==> src/nvmcs_cfg.svh <==
// constants for the nvm command sequencer
`ifndef NVMCS_CFG_SVH
`define NVMCS_CFG_SVH
`define NVMCS_CMD_ERASE_ALL     8'h08
`define NVMCS_CMD_ERASE_BLOCK   8'h09
`define NVMCS_CMD_UNSECURE      8'h0B
`define NVMCS_CMD_USER_MARGIN   8'h0D
`define NVMCS_CMD_FIELD_MARGIN  8'h0E
`define NVMCS_CMD_ERASE_VERIFY  8'h10
`define NVMCS_CMD_PROG_EEPROM   8'h11
`define NVMCS_CMD_ERASE_SECTOR  8'h12
`define NVMCS_CMD_PROG_ONCE     8'h07
`define NVMCS_IDX_ERASE_ALL     3'h0
`define NVMCS_IDX_PROG_ONCE     3'h5
`define NVMCS_IDX_PROG_EE_MIN   3'h2
`define NVMCS_IDX_PROG_EE_MAX   3'h5
`define NVMCS_IDX_VERIFY        3'h2
`define NVMCS_IFR_VERSION_ADDR  18'h0_40B6
`define NVMCS_IFR_ONCE_ADDR     18'h0_40C0
`define NVMCS_IFR_ONCE_BYTES    7'h40
`define NVMCS_ONCE_PHRASES      8
`define NVMCS_VERSION_LSB       0
`define NVMCS_VERSION_MSB       3
`define NVMCS_VER_NONE_LO       4'h0
`define NVMCS_VER_NONE_HI       4'hF
`define NVMCS_TIMEBASE_HZ       1000000
`define NVMCS_CLK_HZ            100000000
`define NVMCS_ERASE_TICKS       16'h0014
`define NVMCS_PROG_TICKS        16'h0004
`define NVMCS_VERIFY_TICKS      16'h0002
`define NVMCS_MARGIN_NORMAL     16'h0000
`endif

==> src/nvmcs_pkg.sv <==
// types for the nvm command sequencer
package nvmcs_pkg;
  typedef enum logic [2:0] {
    NVMCS_OP_IDLE,
    NVMCS_OP_READ,
    NVMCS_OP_MARGIN_READ,
    NVMCS_OP_PROGRAM,
    NVMCS_OP_SECTOR_ERASE,
    NVMCS_OP_MASS_ERASE
  } nvmcs_op_t;

  typedef struct packed {
    logic lower_protection_disable;
    logic upper_protection_disable;
    logic program_protection_open;
    logic eeprom_protection_open;
  } nvmcs_prot_t;

  typedef struct packed {
    logic command_complete_flag;
    logic access_error_flag;
    logic protection_violation_flag;
    logic verify_error_status_1;
    logic verify_error_status_0;
  } nvmcs_status_t;

  typedef struct packed {
    logic [2:0]  parameter_index;
    logic [7:0]  command_code;
    logic [15:0] arg1;
    logic [15:0] arg2;
  } nvmcs_cmd_t;
endpackage

==> src/nvmcs_timebase.sv <==
// divider giving one-cycle flash timebase ticks
`timescale 1ns/1ps
module nvmcs_timebase
  import nvmcs_pkg::*;
(
  input  wire logic       clk_i,
  input  wire logic       rstn_i,
  input  wire logic [7:0] timebase_divide_field_i,
  output logic            tick_o
);
  logic [7:0] count;

  // count from divide field; host must set it so ticks land near 1 MHz
  always_ff @(posedge clk_i or negedge rstn_i) begin
    if (!rstn_i) begin
      count  <= 8'h00;
      tick_o <= 1'b0;
    end else if (count >= timebase_divide_field_i) begin
      count  <= 8'h00;
      tick_o <= 1'b1;
    end else begin
      count  <= count + 8'h01;
      tick_o <= 1'b0;
    end
  end
endmodule

==> src/nvmcs_ifr.sv <==
// information area read port and program-once store
`timescale 1ns/1ps
`include "nvmcs_cfg.svh"
module nvmcs_ifr
  import nvmcs_pkg::*;
(
  input  wire logic        clk_i,
  input  wire logic        rstn_i,
  input  wire logic        internal_resource_mode_i,
  input  wire logic        rd_en_i,
  input  wire logic [17:0] rd_addr_i,
  input  wire logic [3:0]  version_strap_i,
  input  wire logic        once_wr_i,
  input  wire logic [2:0]  once_phrase_i,
  input  wire logic [15:0] once_data_i,
  input  wire logic        clear_i,
  output logic [2:0]       once_done_o,
  output logic [7:0]       once_used_o,
  output logic [15:0]      rd_data_o
);
  logic [15:0] once_mem [`NVMCS_ONCE_PHRASES];
  logic [7:0]  used;
  logic [17:0] off;

  assign once_used_o = used;
  assign once_done_o = 3'h0;
  assign off = rd_addr_i - `NVMCS_IFR_ONCE_ADDR;

  // one word kept per phrase; a phrase may be written once until clear_i, which the top ties low so erase never clears it
  genvar g;
  for (g = 0; g < `NVMCS_ONCE_PHRASES; g++) begin : g_once
    always_ff @(posedge clk_i or negedge rstn_i) begin
      if (!rstn_i) begin
        once_mem[g] <= 16'hFFFF;
        used[g]     <= 1'b0;
      end else if (clear_i) begin
        once_mem[g] <= 16'hFFFF;
        used[g]     <= 1'b0;
      end else if (once_wr_i && once_phrase_i == 3'(g) && !used[g]) begin
        once_mem[g] <= once_data_i;
        used[g]     <= 1'b1;
      end
    end
  end

  always_ff @(posedge clk_i or negedge rstn_i) begin
    if (!rstn_i) begin
      rd_data_o <= 16'h0000;
    end else if (rd_en_i && internal_resource_mode_i) begin
      if (rd_addr_i == `NVMCS_IFR_VERSION_ADDR) begin
        rd_data_o <= {12'h000, version_strap_i};
      end else if (rd_addr_i >= `NVMCS_IFR_ONCE_ADDR &&
                   off < 18'(`NVMCS_IFR_ONCE_BYTES)) begin
        rd_data_o <= once_mem[off[5:3]];
      end else begin
        rd_data_o <= 16'h0000;
      end
    end else if (rd_en_i) begin
      rd_data_o <= 16'h0000;
    end
  end
endmodule

==> src/nvmcs_top.sv <==
// command sequencer of the embedded nvm controller
// Behaviour
// - code 0x08 erases everything only when all four protection bits set.
// - code 0x09 erases one block; full EEPROM erase needs eeprom open.
// - code 0x0B erases all blocks, verifies erased, then releases security.
// - 0x0D sets user margin; 0x0E sets field margin, special mode only.
// - code 0x10 verifies a word count from an EEPROM address is erased.
// - 0x11 programs one to four EEPROM words; 0x12 erases one sector.
// - flash reads overlap EEPROM margin/program/sector; mass erase only mass.
// - reads after non-normal margin setting count as margin reads.
// - program-once with index other than 101 sets access error.
// - program-once bad or used phrase sets access error, never protection.
// - command unavailable in mode or security state sets access error.
// - verify errors set status 1; uncorrectable verify errors set status 0.
// - erase-all needs parameter index 000, else access error.
// - launch by clearing complete flag; erase, verify, unsecure on pass.
// - complete flag sets again after erase-all and its verify finish.
// - erase-all with any protected region sets violation, no erase.
// - information area readable in internal resource mode.
// - version low nibble; zero and all-ones mean no version.
`timescale 1ns/1ps
`include "nvmcs_cfg.svh"
module nvmcs_top
  import nvmcs_pkg::*;
(
  input  wire logic          clk_i,
  input  wire logic          rstn_i,
  input  wire logic [7:0]    timebase_divide_field_i,
  input  wire nvmcs_prot_t   prot_i,
  input  wire logic          eeprom_fully_open_i,
  input  wire logic          special_mode_i,
  input  wire logic          secured_i,
  input  wire nvmcs_cmd_t    cmd_i,
  input  wire logic          launch_i,
  input  wire logic          pflash_read_i,
  input  wire logic          verify_err_i,
  input  wire logic          verify_uncorr_i,
  input  wire logic          internal_resource_mode_i,
  input  wire logic          ifr_rd_i,
  input  wire logic [17:0]   ifr_addr_i,
  input  wire logic [3:0]    version_strap_i,
  output nvmcs_status_t      status_o,
  output logic               security_released_o,
  output nvmcs_op_t          eeprom_op_o,
  output logic [15:0]        margin_level_o,
  output logic               pflash_read_grant_o,
  output logic               version_present_o,
  output logic [15:0]        ifr_data_o
);
  typedef enum logic [2:0] {
    NVMCS_IDLE,
    NVMCS_CHECK,
    NVMCS_ERASE,
    NVMCS_PROGRAM,
    NVMCS_VERIFY,
    NVMCS_DONE
  } nvmcs_state_t;

  nvmcs_state_t state;
  nvmcs_cmd_t   cmd;
  logic         tick;
  logic [15:0]  ticks_left;
  logic         err_access;
  logic         err_prot;
  logic         verify_fail;
  logic         verify_fail_uc;
  logic         once_wr;
  logic [7:0]   once_used;
  logic         ifr_clear;
  logic         all_open;
  logic         cmd_ok;
  logic         is_mass;

  nvmcs_timebase u_timebase (
    .clk_i                   (clk_i),
    .rstn_i                  (rstn_i),
    .timebase_divide_field_i (timebase_divide_field_i),
    .tick_o                  (tick)
  );

  nvmcs_ifr u_ifr (
    .clk_i                    (clk_i),
    .rstn_i                   (rstn_i),
    .internal_resource_mode_i (internal_resource_mode_i),
    .rd_en_i                  (ifr_rd_i),
    .rd_addr_i                (ifr_addr_i),
    .version_strap_i          (version_strap_i),
    .once_wr_i                (once_wr),
    .once_phrase_i            (cmd.arg1[2:0]),
    .once_data_i              (cmd.arg2),
    .clear_i                  (ifr_clear),
    .once_done_o              (),
    .once_used_o              (once_used),
    .rd_data_o                (ifr_data_o)
  );

  // version nibble holds no version when all-zero or all-one
  always_ff @(posedge clk_i or negedge rstn_i) begin
    if (!rstn_i) begin
      version_present_o <= 1'b0;
    end else begin
      version_present_o <= version_strap_i != `NVMCS_VER_NONE_LO &&
                           version_strap_i != `NVMCS_VER_NONE_HI;
    end
  end

  assign all_open = prot_i.lower_protection_disable &&
                    prot_i.upper_protection_disable &&
                    prot_i.program_protection_open &&
                    prot_i.eeprom_protection_open;
  assign is_mass  = cmd.command_code == `NVMCS_CMD_ERASE_ALL ||
                    cmd.command_code == `NVMCS_CMD_ERASE_BLOCK ||
                    cmd.command_code == `NVMCS_CMD_UNSECURE;

  // validity per command, mode and index
  always_comb begin
    cmd_ok     = 1'b1;
    err_access = 1'b0;
    err_prot   = 1'b0;
    unique case (cmd.command_code)
      `NVMCS_CMD_ERASE_ALL: begin
        err_access = cmd.parameter_index != `NVMCS_IDX_ERASE_ALL;
        err_prot   = !all_open;
      end
      `NVMCS_CMD_ERASE_BLOCK: begin
        err_prot = eeprom_fully_open_i && !prot_i.eeprom_protection_open;
      end
      `NVMCS_CMD_UNSECURE: begin
        err_prot = !all_open;
      end
      `NVMCS_CMD_USER_MARGIN: begin
      end
      `NVMCS_CMD_FIELD_MARGIN: begin
        err_access = !special_mode_i;
      end
      `NVMCS_CMD_ERASE_VERIFY: begin
        err_access = cmd.parameter_index != `NVMCS_IDX_VERIFY;
      end
      `NVMCS_CMD_PROG_EEPROM: begin
        err_access = cmd.parameter_index < `NVMCS_IDX_PROG_EE_MIN ||
                     cmd.parameter_index > `NVMCS_IDX_PROG_EE_MAX;
      end
      `NVMCS_CMD_ERASE_SECTOR: begin
      end
      `NVMCS_CMD_PROG_ONCE: begin
        // protection flag never raised here
        err_access = cmd.parameter_index != `NVMCS_IDX_PROG_ONCE ||
                     cmd.arg1[15:3] != 13'h0000 ||
                     once_used[cmd.arg1[2:0]];
      end
      default: begin
        cmd_ok = 1'b0;
      end
    endcase
    // secured parts accept only erase-all and unsecure
    if (secured_i && !(cmd.command_code == `NVMCS_CMD_ERASE_ALL ||
                       cmd.command_code == `NVMCS_CMD_UNSECURE)) begin
      cmd_ok = 1'b0;
    end
    if (!cmd_ok) begin
      err_access = 1'b1;
    end
  end

  // sequencer: launches only honoured while complete flag is high
  always_ff @(posedge clk_i or negedge rstn_i) begin
    if (!rstn_i) begin
      state      <= NVMCS_IDLE;
      cmd        <= '0;
      ticks_left <= 16'h0000;
    end else begin
      unique case (state)
        NVMCS_IDLE: begin
          if (launch_i) begin
            cmd   <= cmd_i;
            state <= NVMCS_CHECK;
          end
        end
        NVMCS_CHECK: begin
          if (err_access || err_prot) begin
            state <= NVMCS_DONE;
          end else if (is_mass || cmd.command_code == `NVMCS_CMD_ERASE_SECTOR) begin
            ticks_left <= `NVMCS_ERASE_TICKS;
            state      <= NVMCS_ERASE;
          end else if (cmd.command_code == `NVMCS_CMD_PROG_EEPROM ||
                       cmd.command_code == `NVMCS_CMD_PROG_ONCE) begin
            ticks_left <= `NVMCS_PROG_TICKS;
            state      <= NVMCS_PROGRAM;
          end else if (cmd.command_code == `NVMCS_CMD_ERASE_VERIFY) begin
            ticks_left <= `NVMCS_VERIFY_TICKS;
            state      <= NVMCS_VERIFY;
          end else begin
            state <= NVMCS_DONE;
          end
        end
        NVMCS_ERASE, NVMCS_PROGRAM: begin
          if (tick && ticks_left == 16'h0000) begin
            ticks_left <= `NVMCS_VERIFY_TICKS;
            state      <= NVMCS_VERIFY;
          end else if (tick) begin
            ticks_left <= ticks_left - 16'h0001;
          end
        end
        NVMCS_VERIFY: begin
          if (tick && ticks_left == 16'h0000) begin
            state <= NVMCS_DONE;
          end else if (tick) begin
            ticks_left <= ticks_left - 16'h0001;
          end
        end
        NVMCS_DONE: begin
          state <= NVMCS_IDLE;
        end
      endcase
    end
  end

  assign once_wr   = state == NVMCS_CHECK && !err_access &&
                     cmd.command_code == `NVMCS_CMD_PROG_ONCE;
  assign ifr_clear = 1'b0;

  // verify result collection over the verify phase
  always_ff @(posedge clk_i or negedge rstn_i) begin
    if (!rstn_i) begin
      verify_fail    <= 1'b0;
      verify_fail_uc <= 1'b0;
    end else if (state == NVMCS_CHECK) begin
      verify_fail    <= 1'b0;
      verify_fail_uc <= 1'b0;
    end else if (state == NVMCS_VERIFY) begin
      verify_fail    <= verify_fail | verify_err_i;
      verify_fail_uc <= verify_fail_uc | verify_uncorr_i;
    end
  end

  // status: flags cleared at launch, raised at check or finish
  always_ff @(posedge clk_i or negedge rstn_i) begin
    if (!rstn_i) begin
      status_o <= '{command_complete_flag: 1'b1, default: 1'b0};
    end else if (state == NVMCS_IDLE && launch_i) begin
      status_o <= '0;
    end else if (state == NVMCS_CHECK) begin
      status_o.access_error_flag         <= err_access;
      status_o.protection_violation_flag <= err_prot && !err_access;
    end else if (state == NVMCS_DONE) begin
      status_o.command_complete_flag <= 1'b1;
      status_o.verify_error_status_1 <= verify_fail;
      status_o.verify_error_status_0 <= verify_fail_uc;
    end
  end

  // security released only by a clean full erase
  always_ff @(posedge clk_i or negedge rstn_i) begin
    if (!rstn_i) begin
      security_released_o <= 1'b0;
    end else if (state == NVMCS_DONE && !verify_fail && !status_o.access_error_flag &&
                 !status_o.protection_violation_flag &&
                 (cmd.command_code == `NVMCS_CMD_ERASE_ALL ||
                  cmd.command_code == `NVMCS_CMD_UNSECURE)) begin
      security_released_o <= 1'b1;
    end
  end

  // margin level kept for read classification
  always_ff @(posedge clk_i or negedge rstn_i) begin
    if (!rstn_i) begin
      margin_level_o <= `NVMCS_MARGIN_NORMAL;
    end else if (state == NVMCS_CHECK && !err_access &&
                 (cmd.command_code == `NVMCS_CMD_USER_MARGIN ||
                  cmd.command_code == `NVMCS_CMD_FIELD_MARGIN)) begin
      margin_level_o <= cmd.arg1;
    end
  end

  // current eeprom operation; non-normal margin makes reads margin reads
  always_comb begin
    unique case (state)
      NVMCS_ERASE: begin
        eeprom_op_o = is_mass ? NVMCS_OP_MASS_ERASE : NVMCS_OP_SECTOR_ERASE;
      end
      NVMCS_PROGRAM: begin
        eeprom_op_o = NVMCS_OP_PROGRAM;
      end
      NVMCS_VERIFY: begin
        eeprom_op_o = margin_level_o != `NVMCS_MARGIN_NORMAL ?
                      NVMCS_OP_MARGIN_READ : NVMCS_OP_READ;
      end
      default: begin
        eeprom_op_o = NVMCS_OP_IDLE;
      end
    endcase
  end

  // flash reads blocked except when idle or alongside margin read, program, sector erase
  assign pflash_read_grant_o = pflash_read_i &&
                               (eeprom_op_o == NVMCS_OP_IDLE ||
                                eeprom_op_o == NVMCS_OP_MARGIN_READ ||
                                eeprom_op_o == NVMCS_OP_PROGRAM ||
                                eeprom_op_o == NVMCS_OP_SECTOR_ERASE);
endmodule

==> config.mk <==
export PLATFORM = sky130hd
export DESIGN_NAME = nvmcs_top
export DESIGN_NICKNAME = d
export VERILOG_FILES = /design/src/nvmcs_pkg.sv /design/src/nvmcs_timebase.sv /design/src/nvmcs_ifr.sv /design/src/nvmcs_top.sv
export VERILOG_INCLUDE_DIRS = /design/src /design/src/src
export SDC_FILE = /design/constraint.sdc
export NUM_CORES = 1
export LEC_CHECK = 0
export BUFFER_PORTS_ARGS = -buffer_cell sky130_fd_sc_hd__buf_2
export CORE_MARGIN = 2
export CORE_UTILIZATION = 29
export CTS_CLUSTER_DIAMETER = 50
export DETAILED_ROUTE_END_ITERATION = 16
export PLACE_DENSITY = 0.48
export SLEW_MARGIN = 10
export SYNTH_ARGS = -nofsm -noshare
export SYNTH_HDL_FRONTEND = slang
export SYNTH_HIERARCHICAL = 1
export SYNTH_SLANG_ARGS = --single-unit
==> constraint.sdc <==
create_clock -name clk_i -period 5.8 [get_ports clk_i]
set_input_delay 0.29 -clock clk_i [delete_from_list [all_inputs] [get_ports clk_i]]
set_output_delay 0.29 -clock clk_i [all_outputs]
set_load 0.05 [all_outputs]
Yosys cells after proc, flatten, opt, wreduce, memory -nomap -nowiden
Cells that the tools add are included.
W data, S select, Z words.
{"block": "totals", "reg_bits": 248, "in_bits": 88, "out_inout_bits": 43, "elab_cells": 212}
{"block": "classes", "addsub": 3, "order_cmp": 7, "n_eq_ne": 35, "mux": 45, "bitwise_logic": 3, "reduce_logical": 84}
{"cell": "$mux W16", "count": 13}
{"cell": "$bmux W16 S3", "count": 1}
{"cell": "$pmux W16 S3", "count": 1}
{"cell": "$eq A8 B4 Y1 const B", "count": 5}
{"cell": "$logic_and A1 B1 Y1", "count": 35}
{"cell": "$eq A8 B5 Y1 const B", "count": 3}
{"cell": "$eq A3 B3 Y1 const B", "count": 7}
{"cell": "$eq A18 B15 Y1 const B", "count": 1}
{"cell": "$eq A3 B2 Y1 const B", "count": 6}
{"cell": "$ge A18 B15 Y1 const B", "count": 1}
{"cell": "$lt A18 B7 Y1 const B", "count": 1}
{"cell": "$mux W3", "count": 6}
{"cell": "$sub A18 B15 Y18 const B", "count": 1}
{"cell": "$logic_not A1 Y1", "count": 16}
{"cell": "$logic_not A16 Y1", "count": 1}
{"cell": "$reduce_bool A16 Y1", "count": 1}
{"cell": "$sub A16 B1 Y16 const B", "count": 1}
{"cell": "$pmux W3 S5", "count": 1}
{"cell": "$logic_or A1 B1 Y1", "count": 13}
{"cell": "$mux W1", "count": 13}
{"cell": "$reduce_bool A13 Y1", "count": 1}
{"cell": "$ne A2 B2 Y1 const B", "count": 6}
{"cell": "$logic_not A3 Y1", "count": 3}
{"cell": "$pmux W3 S3", "count": 1}
{"cell": "other kinds (27)", "count": 39}

Logic depth before layout (Yosys ltp)
{"block": "depth", "ltp_word": 11, "mapped_depth": 14, "depth_no_buf": 10}

Cells and area by module
Netlist, hierarchy kept.
{"module": "nvmcs_ifr", "instances": 1, "cells_per_inst": 688, "area_each_um2": 7609.8, "seq_area_each_um2": 3963.8}
{"module": "nvmcs_top", "instances": 1, "cells_per_inst": 369, "area_each_um2": 4180.3, "seq_area_each_um2": 2178.3}
{"module": "nvmcs_timebase", "instances": 1, "cells_per_inst": 55, "area_each_um2": 580.6, "seq_area_each_um2": 225.2}

Worst setup path after synthesis
No wires, ideal clock.
{"block": "synth_timing", "path_kind": "flip-flop to flip-flop", "from": "register cmd[17] (netlist name)", "to": "register u_ifr/once_mem[55] (netlist name)", "setup_time_ns": 0.083, "t_arrival_ns": 3.396, "t_required_ns": 5.717, "path_slack_ns": 2.322, "path_stages_with_launch": 13, "path_buffers": 2, "period_less_slack_ns": 3.478, "path_cell_list": "dfrtp_1 > mux4_1 > mux2_2 > nor4_2 > a21oi_1 > or3_4 > nor3_1 > nand2_1 > or4_1 > clkbuf_1 > buf_2 > nand2_1 > nand3b_1"}
{"block": "synth_between", "elab_chain_cells": 10, "elab_cells_between_ends": 11, "cone_classes": "eq/ne (1); mux (4); reduce/logical (6)"}
{"element": "from (decl)", "line": "nvmcs_top.sv:60", "text": "nvmcs_cmd_t cmd;"}
{"element": "from (signal assigned)", "line": "nvmcs_top.sv:175", "text": "cmd <= cmd_i;"}
{"element": "$bmux W1 S3", "line": "nvmcs_top.sv:149", "text": "once_used[cmd.arg1[2:0]];"}
{"element": "$mux W1 (not written as such)", "line": "nvmcs_top.sv:149"}
{"element": "$logic_or A1 B1 Y1", "line": "nvmcs_top.sv:147", "text": "err_access = cmd.parameter_index != `NVMCS_IDX_PROG_ONCE ||"}
{"element": "$pmux W1 S5", "line": "nvmcs_top.sv:120", "text": "unique case (cmd.command_code)"}
{"element": "$mux W1", "line": "nvmcs_top.sv:160", "text": "if (!cmd_ok) begin"}
{"element": "$logic_not A1 Y1", "line": "nvmcs_top.sv:218", "text": "assign once_wr = state == NVMCS_CHECK && !err_access &&"}
{"element": "$logic_and A1 B1 Y1", "line": "nvmcs_top.sv:218"}
{"element": "$logic_and A1 B1 Y1 (no source line)"}
{"element": "via once_wr", "line": "nvmcs_top.sv:67", "text": "logic once_wr;"}
{"element": "$logic_and A1 B1 Y1 (2 in series)", "line": "nvmcs_ifr.sv:39", "text": "end else if (once_wr_i && once_phrase_i == 3'(g) && !used[g]) begin"}
{"element": "to (signal, indexed assignment)", "line": "nvmcs_ifr.sv:40", "text": "once_mem[g] <= once_data_i;"}
{"element": "to (decl)", "line": "nvmcs_ifr.sv:21", "text": "logic [15:0] once_mem [`NVMCS_ONCE_PHRASES];"}
The timed path passes the listed nets, and every way through them passes these cells. The select of a mux whose other input is x is not followed.
A chain may end at the register's enable or synchronous reset.

Worst setup path after layout
{"block": "layout_timing", "from": "register cmd[17] (netlist name)", "to": "register u_ifr/once_mem[60] (netlist name)"}
The elaborated chain is that of the path after synthesis.

==> impl_results.md <==
- Status: completed
- I/O Pins: 131
- CTS buffer count: 39
- Final wirelength: 34.2 mm
- PD cells: 392 nW/um^2
- Synth Instances: 1108
- Tot Pwr: 5.97 mW
- RSZ-0062 raised after global routing: no
- Vias per cell: 5.00
- Core Box Area: 41900 um^2
- TritonCTS clock tree: done
- Syn Nets: 1206
- First-pass GRT wire length: 54.6 mm
- CP dominant cell by count: nand2_1
- Setup total negative slack: 0 ps
- Largest net degree at the start of global routing: 137
- Nets: 1350
- Final period util: 75.4%
- Max Freq: 0.229 GHz
- LEAKAGE: 6.39 nW
- Die area: 44200 um^2
- Final antenna-violating net count: 0
- Placer Congestion: 0.770
- MaxCap Viol Count: 0
- Std cell rows: 75
- Area Overhead vs Synth: 23.3%
- Drt drc: 0
- Number of global-route vias before repair: 9313
- Critical setup path kind: reg2reg
- Slew @ Worst Pin: 1250 ps
- CP max stage delay: 980 ps
- Mapped Area: 12300 um^2
- Hold crit path type: in2reg
- Clock buffer depth: 3
- Clk sink count: 248
- Final setup vio count: 0
- GR Util All Layers: 15.7%
- Iter 0 DRT Violations: 539
- Minimum clock period: 4370 ps
- Wire per inst: 18.8 um
- Layout cells sized above 1: 34.3%
- Initial antenna violation count: 2
- Skew-Pair Late Insertion Delay: 520 ps
- Rel. slew slack: 16.6%
- Die Y: 210 um
- Vias: 9119
- Width of the die: 210 um
- Initial Util: 29.4%
- First drt pass iteration count: 5
- Worst setup SP type: flop
- Crit Path Max Fanout: 16
- Final Max Tran Viols: 0
- IO buf count: 130
- Syn_area_per_cell: 11.1 um^2
- H-tree depth: 2
- Skew final: 14.6 ps
- Crit. End Element: flop
- Critical Path, Cell by Cell: mux4_1 > mux2_2 > nor4_2 > a21oi_1 > or3_4 > nor3_1 > nand2_1 > or4_1 > nand2_1 > nand3b_1
- Clk root buf: clkbuf_16
- Slowest cell on crit path: or4_1
- Crit path required time: 6240 ps
- Clock-pin slew on the worst setup and hold paths: 60 ps
- YS warnings: 6
- Gr ovfl total: 0
- VDD IR max: 0.225 mV
- Final hold vios: 0
- Worst EP arrival: 4810 ps
- Post-DP HPWL: 21.0 mm
metrics by stage:
stage	std cells	util, %	hold WS [ps]	setup slack (ps)	cell area, um^2
final	1822	36.3	24.3	1430	15200
after global routing	1821	36.3	5.36	1170	15200
after CTS	1819	36.2	0.531	1330	15200
after detailed placement	1711	32.1	466	1360	13500
after global placement	1711	32.1	468	1520	13500
after floorplan	1108	-	-5.59	2320	12300
sequential cells by signal, indices dropped and copies added (netlist names):
| name | cells |
|---|---|
| status_o | 5 |
| cmd | 43 |
| u_ifr/once_mem | 128 |
| security_released_o | 1 |
| verify_fail_uc | 1 |
| verify_fail | 1 |
| margin_level_o | 16 |
| ticks_left | 16 |
| u_ifr/rd_data_o | 16 |
| u_ifr/once_used_o | 8 |
| state | 3 |
| version_present_o | 1 |
| u_timebase/tick_o | 1 |
| u_timebase/count | 8 |
final timing paths:
check	startpoint	to	slack (ps)	cells past startpoint
setup / recovery	cmd[17]$_DFFE_PN0P_	u_ifr/once_mem[60]$_DFFE_PN1P_	1430	10
hold / removal	cmd_i[34]	cmd[34]$_DFFE_PN0P_	20	2
setup reg to reg	cmd[17]$_DFFE_PN0P_	u_ifr/once_mem[60]$_DFFE_PN1P_	1430	10
hold reg to reg	u_ifr/once_mem[110]$_DFFE_PN1P_	u_ifr/once_mem[110]$_DFFE_PN1P_	480	2
max in group asynchronous	rstn_i	version_present_o$_DFF_PN0_	4090	3
min in group asynchronous	rstn_i	cmd[25]$_DFFE_PN0P_	460	2
power by group:
part | internal, mW | switching [mW] | leakage (nW)
Clock | 1.58 | 0.845 | 0.639
Sequential | 1.98 | 0.455 | 2.89
Combinational | 0.498 | 0.610 | 2.86
layout by cell type, fill, tap and decap left out, types with 5 or more instances in the layout:
cell type and n:
a221o_1 8, o211ai_1 6, nor2b_1 58, mux4_2 26
buf_2 129, nand2b_1 9, a21oi_1 9, o21ai_0 15
mux2_2 65, nor4_1 9, nor2_1 59, a211o_1 48
clkbuf_16 42, inv_1 23, xor2_1 5, or3_1 8
buf_4 10, nor3_1 12, clkbuf_1 12, dfrtp_1 119
dlygate4sd3_1 39, a31oi_1 13, nand2_1 196, mux4_1 8
o22ai_1 15, bufinv_16 5, nor3_4 6, mux2i_1 12
ha_1 10, nand3b_1 82, nand3_1 13, dfstp_2 129
per-layer routing:
layer / global-route usage (%) / share of wire [%] / vias up
li1: - / - / 4246
met1: 22.6 / 48 / 4574
met2: 24.4 / 45 / 259
met3: 3.22 / 5.8 / 40
met4: 3.52 / 1.5 / 0
met5: 0 / 0 / -
worst max-delay path: cells and delay by family (launching register included):
family	cells	cell delay, ps
AOI/OAI and AO/OA	1	90
and+or+nand+nor	7	2670
DFF	1	610
muxes	2	900
cell type report:
cell class,instances,area (um^2)
antenna,2,5.00
sequential,248,6370
inverter,23,86.3
clock inverter,14,224
multi-input combinational,760,5590
fill,4170,26700
tap,539,674
clock buffer,56,1120
timing repair buffer,180,1150
what timing repair did:
item | in CTS | in global routing
gates resized for setup | 0 | 0
setup buffers | 0 | 0
hold buffers | 38 | 1
endpoints found under the hold margin | 117 | 1
Note: power is estimated with default switching activity, not from simulation.
